==> config.mk <==
export PLATFORM = sky130hd
export DESIGN_NAME = hpt_top
export DESIGN_NICKNAME = d
export VERILOG_FILES = /design/src/hpt_pkg.sv /design/src/hpt_top.sv
export SDC_FILE = /design/constraint.sdc
export NUM_CORES = 2
export LEC_CHECK = 0
export BUFFER_PORTS_ARGS = -buffer_cell sky130_fd_sc_hd__buf_4
export CAP_MARGIN = 15
export CORE_ASPECT_RATIO = 1.4
export CORE_UTILIZATION = 40
export CTS_CLUSTER_DIAMETER = 40
export DETAILED_ROUTE_END_ITERATION = 10
export PLACE_DENSITY = 0.59
export SLEW_MARGIN = 20
export SYNTH_ARGS = -nofsm -noshare
export SYNTH_HDL_FRONTEND = slang
export SYNTH_SLANG_ARGS = --single-unit
==> constraint.sdc <==
create_clock -name clk -period 13.5 [get_ports clk]
set_input_delay 2.7 -clock clk [delete_from_list [all_inputs] [get_ports clk]]
set_output_delay 2.7 -clock clk [all_outputs]
set_load 0.02 [all_outputs]
==> src/hpt_pkg.sv <==
// package of constants and types for the channel 13-16 high-pass and pattern block
package hpt_pkg;

  localparam int unsigned SAMPLE_W  = 14;
  localparam int unsigned FRAC_W    = 12;
  localparam int unsigned EXT_W     = SAMPLE_W + FRAC_W + 2;
  localparam int unsigned NCH       = 4;
  localparam int unsigned CODE_W    = 3;
  localparam int unsigned ADDR_W    = 12;
  localparam int unsigned REG_W     = 16;

  // register indices; byte address is four times the index
  localparam logic [ADDR_W-1:0] IDX_CTRL57   = 12'h039;
  localparam logic [ADDR_W-1:0] IDX_PAT59    = 12'h03b;
  localparam logic [ADDR_W-1:0] IDX_MODE     = 12'h03e;
  localparam logic [ADDR_W-1:0] IDX_STATUS   = 12'h03f;
  localparam logic [ADDR_W-1:0] ADDR_CTRL57  = IDX_CTRL57 << 2;
  localparam logic [ADDR_W-1:0] ADDR_PAT59   = IDX_PAT59 << 2;
  localparam logic [ADDR_W-1:0] ADDR_MODE    = IDX_MODE << 2;
  localparam logic [ADDR_W-1:0] ADDR_STATUS  = IDX_STATUS << 2;

  localparam logic [REG_W-1:0]  RST_CTRL57   = 16'h0000;
  localparam logic [REG_W-1:0]  RST_PAT59    = 16'h0000;
  localparam logic [REG_W-1:0]  RST_MODE     = 16'h0000;

  // field positions in the group control register
  localparam int unsigned PRBS13_BIT  = 15;
  localparam int unsigned PRBS16_BIT  = 12;
  localparam int unsigned CODE13_LSB  = 9;
  localparam int unsigned CODE14_LSB  = 6;
  localparam int unsigned EXP_LSB     = 1;
  localparam int unsigned EXP_W       = 4;
  localparam int unsigned HPF_EN_BIT  = 0;
  // field positions in the second pattern register
  localparam int unsigned CODE15_LSB  = 5;
  localparam int unsigned CODE16_LSB  = 2;
  // own mode and status bits
  localparam int unsigned MODE_BIT    = 0;
  localparam int unsigned ST_HPF_BIT  = 0;
  localparam int unsigned ST_MODE_BIT = 1;
  localparam int unsigned ST_MISM_BIT = 2;

  typedef struct packed {
    logic                               valid;
    logic [NCH-1:0][SAMPLE_W-1:0]       data;
  } hpt_smp_s;

  typedef struct packed {
    logic [NCH-1:0]                     prbs;
    logic [NCH-1:0][CODE_W-1:0]         code;
  } hpt_pat_s;

  typedef struct packed {
    logic [REG_W-1:0]                   r57;
    logic [REG_W-1:0]                   r59;
    logic [REG_W-1:0]                   mode;
    logic                               armed;
    logic [31:0]                        prdata;
    logic                               pslverr;
    logic [NCH-1:0][SAMPLE_W-1:0]       x1;
    logic [NCH-1:0][EXT_W-1:0]          y1;
    hpt_smp_s                           out;
    hpt_pat_s                           pat;
  } hpt_state_s;

endpackage

==> src/hpt_top.sv <==
// channel 13-16 high-pass filter and per-output test pattern control with apb registers
// Contract
// bits 15..12 enable prbs on outputs 13..16
// codes 11-9 for output 13, 8-6 output 14
// second register codes 7-5 out15, 4-2 out16
// enabled filter computes scaled difference plus feedback
// software keeps exponent between 2 and 10
// one exponent for all four, only when enabled
// bit 0 enables filter, reset bypasses it
// software matches enable with channels 9-12
// software writes zero to reserved bits
`timescale 1ns/100ps
`default_nettype none
module hpt_top
  import hpt_pkg::*;
(
  input  wire logic                    clk,
  input  wire logic                    nrst,
  input  wire logic                    ce,
  input  wire logic                    psel,
  input  wire logic                    penable,
  input  wire logic                    pwrite,
  input  wire logic [ADDR_W-1:0]       paddr,
  input  wire logic [31:0]             pwdata,
  output logic [31:0]                  prdata,
  output logic                         pready,
  output logic                         pslverr,
  input  wire logic                    highpass_enable_grp3,
  input  wire hpt_smp_s                smp_in,
  output hpt_smp_s                     smp_out,
  output hpt_pat_s                     pat_out
);

  localparam logic [EXT_W-1:0] Y_MAX = EXT_W'((2 ** (SAMPLE_W - 1) - 1)) << FRAC_W;
  localparam logic [EXT_W-1:0] Y_MIN = (~(EXT_W'((2 ** (SAMPLE_W - 1))) << FRAC_W)) + EXT_W'(1);

  hpt_state_s                          st_reg;
  hpt_state_s                          st_next;

  logic                                hpf_en;
  logic                                per_mode;
  logic [EXP_W-1:0]                    k_exp;
  logic [5:0]                          k1;
  logic [5:0]                          k2;
  logic [5:0]                          k3;
  logic                                setup;
  logic                                access;
  logic [NCH-1:0][CODE_W-1:0]          codes;
  logic [SAMPLE_W:0]                   diff;
  logic signed [EXT_W-1:0]             s_ext;
  logic signed [EXT_W-1:0]             y_ext;
  logic signed [EXT_W-1:0]             y_lim;
  logic [REG_W-1:0]                    status;

  assign hpf_en   = st_reg.r57[HPF_EN_BIT];
  assign per_mode = st_reg.mode[MODE_BIT];
  assign k_exp    = st_reg.r57[EXP_LSB +: EXP_W];
  assign k1       = {2'b00, k_exp};
  assign k2       = {1'b0, k_exp, 1'b0};
  assign k3       = 6'({2'b00, k_exp} + {1'b0, k_exp, 1'b0});
  assign setup    = psel & ~penable;
  assign access   = psel & penable & st_reg.armed;

  assign codes[0] = st_reg.r57[CODE13_LSB +: CODE_W];
  assign codes[1] = st_reg.r57[CODE14_LSB +: CODE_W];
  assign codes[2] = st_reg.r59[CODE15_LSB +: CODE_W];
  assign codes[3] = st_reg.r59[CODE16_LSB +: CODE_W];

  always_comb begin
    status = '0;
    status[ST_HPF_BIT]  = hpf_en;
    status[ST_MODE_BIT] = per_mode;
    // flags a group enable that differs from channels 9-12
    status[ST_MISM_BIT] = hpf_en ^ highpass_enable_grp3;
  end

  assign pready  = ce & access;
  assign prdata  = st_reg.prdata;
  assign pslverr = st_reg.pslverr;
  assign smp_out = st_reg.out;
  assign pat_out = st_reg.pat;

  always_comb begin
    st_next = st_reg;
    diff    = '0;
    s_ext   = '0;
    y_ext   = '0;
    y_lim   = '0;

    // apb setup: decode and latch read data
    if (setup) begin
      st_next.armed   = 1'b1;
      st_next.pslverr = 1'b0;
      st_next.prdata  = '0;
      if (paddr == ADDR_CTRL57) begin
        st_next.prdata[REG_W-1:0] = st_reg.r57;
      end else if (paddr == ADDR_PAT59) begin
        st_next.prdata[REG_W-1:0] = st_reg.r59;
      end else if (paddr == ADDR_MODE) begin
        st_next.prdata[REG_W-1:0] = st_reg.mode;
      end else if (paddr == ADDR_STATUS) begin
        st_next.prdata[REG_W-1:0] = status;
      end else begin
        st_next.pslverr = 1'b1;
      end
    end

    // apb access: writes land here
    if (access) begin
      st_next.armed = 1'b0;
      if (pwrite) begin
        if (paddr == ADDR_CTRL57) begin
          st_next.r57 = pwdata[REG_W-1:0];
        end else if (paddr == ADDR_PAT59) begin
          st_next.r59 = pwdata[REG_W-1:0];
        end else if (paddr == ADDR_MODE) begin
          st_next.mode = pwdata[REG_W-1:0];
        end
      end
    end

    // pattern selection only under per-output mode
    for (int i = 0; i < NCH; i++) begin
      st_next.pat.prbs[i] = per_mode & st_reg.r57[PRBS13_BIT - i];
      st_next.pat.code[i] = per_mode ? codes[i] : '0;
    end

    // sample path, one exponent shared by all channels
    st_next.out.valid = smp_in.valid;
    if (smp_in.valid) begin
      for (int i = 0; i < NCH; i++) begin
        st_next.x1[i] = smp_in.data[i];
        if (hpf_en) begin
          diff  = (SAMPLE_W+1)'(signed'({smp_in.data[i][SAMPLE_W-1], smp_in.data[i]})
                  - signed'({st_reg.x1[i][SAMPLE_W-1], st_reg.x1[i]}));
          s_ext = signed'(EXT_W'(signed'(diff)) <<< FRAC_W) + signed'(st_reg.y1[i]);
          // gain 2^k/(2^k+1) as 1 - 2^-k + 2^-2k - 2^-3k
          y_ext = s_ext - (s_ext >>> k1) + (s_ext >>> k2) - (s_ext >>> k3);
          if (y_ext > signed'(Y_MAX)) begin
            y_lim = signed'(Y_MAX);
          end else if (y_ext < signed'(Y_MIN)) begin
            y_lim = signed'(Y_MIN);
          end else begin
            y_lim = y_ext;
          end
          st_next.y1[i]       = y_lim;
          st_next.out.data[i] = SAMPLE_W'(y_lim >>> FRAC_W);
        end else begin
          // bypass, feedback history cleared
          st_next.y1[i]       = '0;
          st_next.out.data[i] = smp_in.data[i];
        end
      end
    end
  end

  always_ff @(posedge clk or negedge nrst) begin
    if (!nrst) begin
      st_reg      <= '0;
      st_reg.r57  <= RST_CTRL57;
      st_reg.r59  <= RST_PAT59;
      st_reg.mode <= RST_MODE;
    end else if (ce) begin
      st_reg <= st_next;
    end
  end
endmodule // hpt_top
`default_nettype wire

==> flow_metrics.py <==
metrics = {
    "global_routing": {
        "grt_pass1_vias": 44401,
        "antenna_found_initial": 2,
        "track_usage_pct": 29.1,
        "overflow": 0,
        "grt_max_degree": 156,
        "grt_pass1_wl_um": 264000,
    },
    "worst_setup_path": {
        "startpoint": "smp_in[43]",
        "cp_top_family": "compound AO/OA/AOI/OAI gates",
        "cp_max_fo": 13,
        "crit_path_top_delay_cell": "a2111oi_0",
        "crit_required_ns": 14.01,
        "setup.worst_path.end_class": "flop",
        "r2r_start": "st_reg[228]",
        "max_stage_delay_ns": 0.78,
        "cp.arrival_ns": 13.18,
        "start_kind": "input port",
        "crit_buf_inv": 3,
        "worstSetupPathType": "in2reg",
    },
    "timing": {
        "max_slew_margin_pct": 22.1,
        "post-route-min-period_ns": 12.67,
        "setup_viol": 0,
        "drv_slew": 0,
        "fmax_ghz": 0.0789,
        "rsz0062_at_grt": "no",
        "setup_slack_ns": 0.829,
        "setup_tns_ns": 0,
        "tightest_slew_ns": 1.16,
        "hold_viol": 0,
        "finClkSkew_ns": 0.0290,
        "period_share_pct": 93.9,
    },
    "detailed_routing": {
        "vias_per_cell": 6.13,
        "vias": 45058,
        "remaining_drc_errors": 0,
        "totalWireLength_um": 171000,
        "dr.pass1.iters": 6,
        "dr.first_iter.drc_count": 3998,
        "final_antenna_net_count": 0,
        "wire_per_inst_um": 23.2,
    },
    "job": {
        "max-cap-violations": 0,
    },
    "clock_tree": {
        "ctsHtreeMaxLevel": 2,
        "cts_tree": "done",
        "cts_buffer_depth": 3,
        "cts_sinks": 307,
        "clk_pin_slew_ns": 0.06,
        "clk_latency_ns": 0.64,
        "holdBufCountCts": 0,
        "cts_inserted_buffers": 49,
        "clock-root-buffer": "clkbuf_16",
        "post_cts_buffers": 0,
        "cts-resized-gates": 0,
    },
    "floorplanning": {
        "dieArea_mm2": 0.116,
        "die_h_um": 402,
        "start_util_pct": 40.4,
        "io_pins": 215,
        "core_mm2": 0.113,
        "die_x_um": 288,
        "rows": 146,
    },
    "logic_synthesis": {
        "ys.flop_type": "dfrtp_1",
        "synth_edf_count": 0,
        "ys_ff_latch": 307,
        "synth_top_area_share_pct": 16.8,
        "synth_area_leaders": "dfrtp_1 (17%), fa_1 (9.8%), ha_1 (6.7%)",
        "synth_cell_types": 98,
        "yosysSeqAreaShare_pct": 16.8,
        "synth_area_leader_cell": "dfrtp_1",
        "synthArstFlopShare_pct": 100,
        "syn_inst": 5880,
        "syn-cell-area_mm2": 0.0458,
        "ys_warn_count": 0,
        "syn_avg_cell_area_um2": 7.79,
    },
    "power_and_ir_drop": {
        "p_int_mw": 6.44,
        "seqPwrFrac_pct": 6.7,
        "combPwrFrac_pct": 84.3,
        "power.leakage_nw": 23.1,
        "switching_share_pct": 56.4,
        "p_per_area_mw_per_mm2": 295,
        "net-switching-power_mw": 8.33,
        "clkPwrFrac_pct": 9.0,
        "ir_worst_vdd_mv": 0.281,
        "power_mw": 14.8,
    },
    "placed_design": {
        "port_buffers": 182,
        "hpwl_um": 131000,
        "dpl_worst_slack_ns": 0.269,
        "place_area_mm2": 0.0484,
        "place_congestion": 0.997,
    },
    "cells_and_area": {
        "final_util_pct": 44.3,
        "syn2layout_area_growth_pct": 9.48,
        "drive_gt1_share_pct": 12.7,
        "final_nets": 6407,
        "largest_reg_flops": 199,
        "multi_input_area_mm2": 0.0341,
        "seq_area_mm2": 0.00770,
        "design_area_mm2": 0.0501,
        "fill_cells": 11604,
    },
    "min_path": {
        "hold_start": "prdata[8]",
        "min_path_type": "reg2reg",
    },
    "run_status": {
        "status": "finished clean",
    },
}
==> worst min-delay path, stage by stage, from the launching register on <==
cell     delay [ns]
dfrtp_1        0.34
nand2_1        0.04
o21ai_0        0.06
==> worst paths after layout <==
path	to	slack (ns)	cells past startpoint
min reg2reg	prdata[8]	0.49	2
max	st_reg[157]	0.83	35
min in group asynchronous	st_reg[94]	2.01	1
max in group asynchronous	st_reg[123]	9.40	3
max reg2reg	st_reg[157]	2.61	35
min	prdata[8]	0.49	2
==> layout by cell type (no fill, tap or decap), types with 55 or more instances in the layout <==
cell type | netlist | routed
buf_4 | 106 | 357
a21o_1 | 108 | 108
o211ai_1 | 86 | 86
a21oi_1 | 484 | 484
fa_1 | 225 | 224
xor2_1 | 62 | 60
xnor2_1 | 105 | 101
mux2i_1 | 238 | 238
nor3_1 | 90 | 88
nand3_1 | 145 | 145
inv_1 | 521 | 518
ha_1 | 245 | 244
mux4_2 | 81 | 81
dfrtp_1 | 307 | 302
mux2_2 | 123 | 123
nor2_1 | 505 | 501
o21a_1 | 55 | 55
o21ai_0 | 489 | 488
nand2_1 | 575 | 574
a211oi_1 | 128 | 128
==> power groups by stage <==
stage,Combinational (mW),Clock (mW),Sequential (mW)
6_report,12.5,1.34,0.985
5_1_grt,13.6,1.40,0.990
4_1_cts,12.3,1.36,0.985
3_5_place_dp,12.2,0,1.00
3_3_place_gp,12.2,0,1.00
2_1_floorplan,8.59,0,0.996
==> metal layers <==
| metal | share of wire [%] | track usage (%) | up-vias |
|---|---|---|---|
| li1 | - | - | 20792 |
| met1 | 39 | 35.7 | 21957 |
| met5 | 0.0070 | 0 | - |
| met3 | 6.2 | 4.03 | 487 |
| met2 | 48 | 48.3 | 1820 |
| met4 | 6.6 | 17.3 | 2 |
==> cells in the mapped netlist (24+ instances only) <==
master and number:
clkbuf_1 298, o21a_1 55, fa_1 225, xor2_1 62, nand2b_1 44, o21bai_1 26, mux4_2 81, mux2i_1 238
inv_1 521, a22o_1 28, nor3_1 90, a31oi_1 43, ha_1 245, a211oi_1 128, buf_4 106, dfrtp_1 307
nor3b_1 34, nor2_1 505, a21o_1 108, xnor2_1 105, a21boi_0 29, a32o_1 29, mux2_2 123, and2_1 32
buf_1 59, nand2_1 575, or3_1 45, o21ai_0 489, o31ai_1 24, o22ai_1 33, nor2b_1 31, nor4_1 24
o211ai_1 86, a221oi_1 39, nand3_1 145, a21oi_1 484, and3_1 36
==> cell families after synthesis <==
| logic type | count (synthesis) | synth area share, % |
|---|---|---|
| flops | 307 | 16.8 |
| other cells | 1 | 0.00819 |
| compound gates | 1825 | 25.5 |
| mux | 442 | 12.2 |
| fa+ha+maj | 470 | 16.5 |
| simple gates | 1662 | 16.5 |
| buf+inv | 1006 | 9.20 |
| xor+xnor | 167 | 3.19 |
==> final cells by class <==
type / instances / area share [%]
diodes: 2 / 0.00999
clock buffers: 53 / 2.56
clock inverters: 39 / 0.876
inverters: 526 / 3.96
multi-input cells: 4582 / 68.0
flip-flops and latches: 307 / 15.4
well taps: 1480 / 3.69
repair buffers: 363 / 5.58
==> through the flow <==
step	hold slack, ns	cells
global placement	0.464	7258
floorplan	0.447	5895
global route	0.508	7350
detailed placement	0.480	7258
CTS	0.494	7350
finish	0.488	7352
Note: power is estimated with default switching activity, not from simulation.
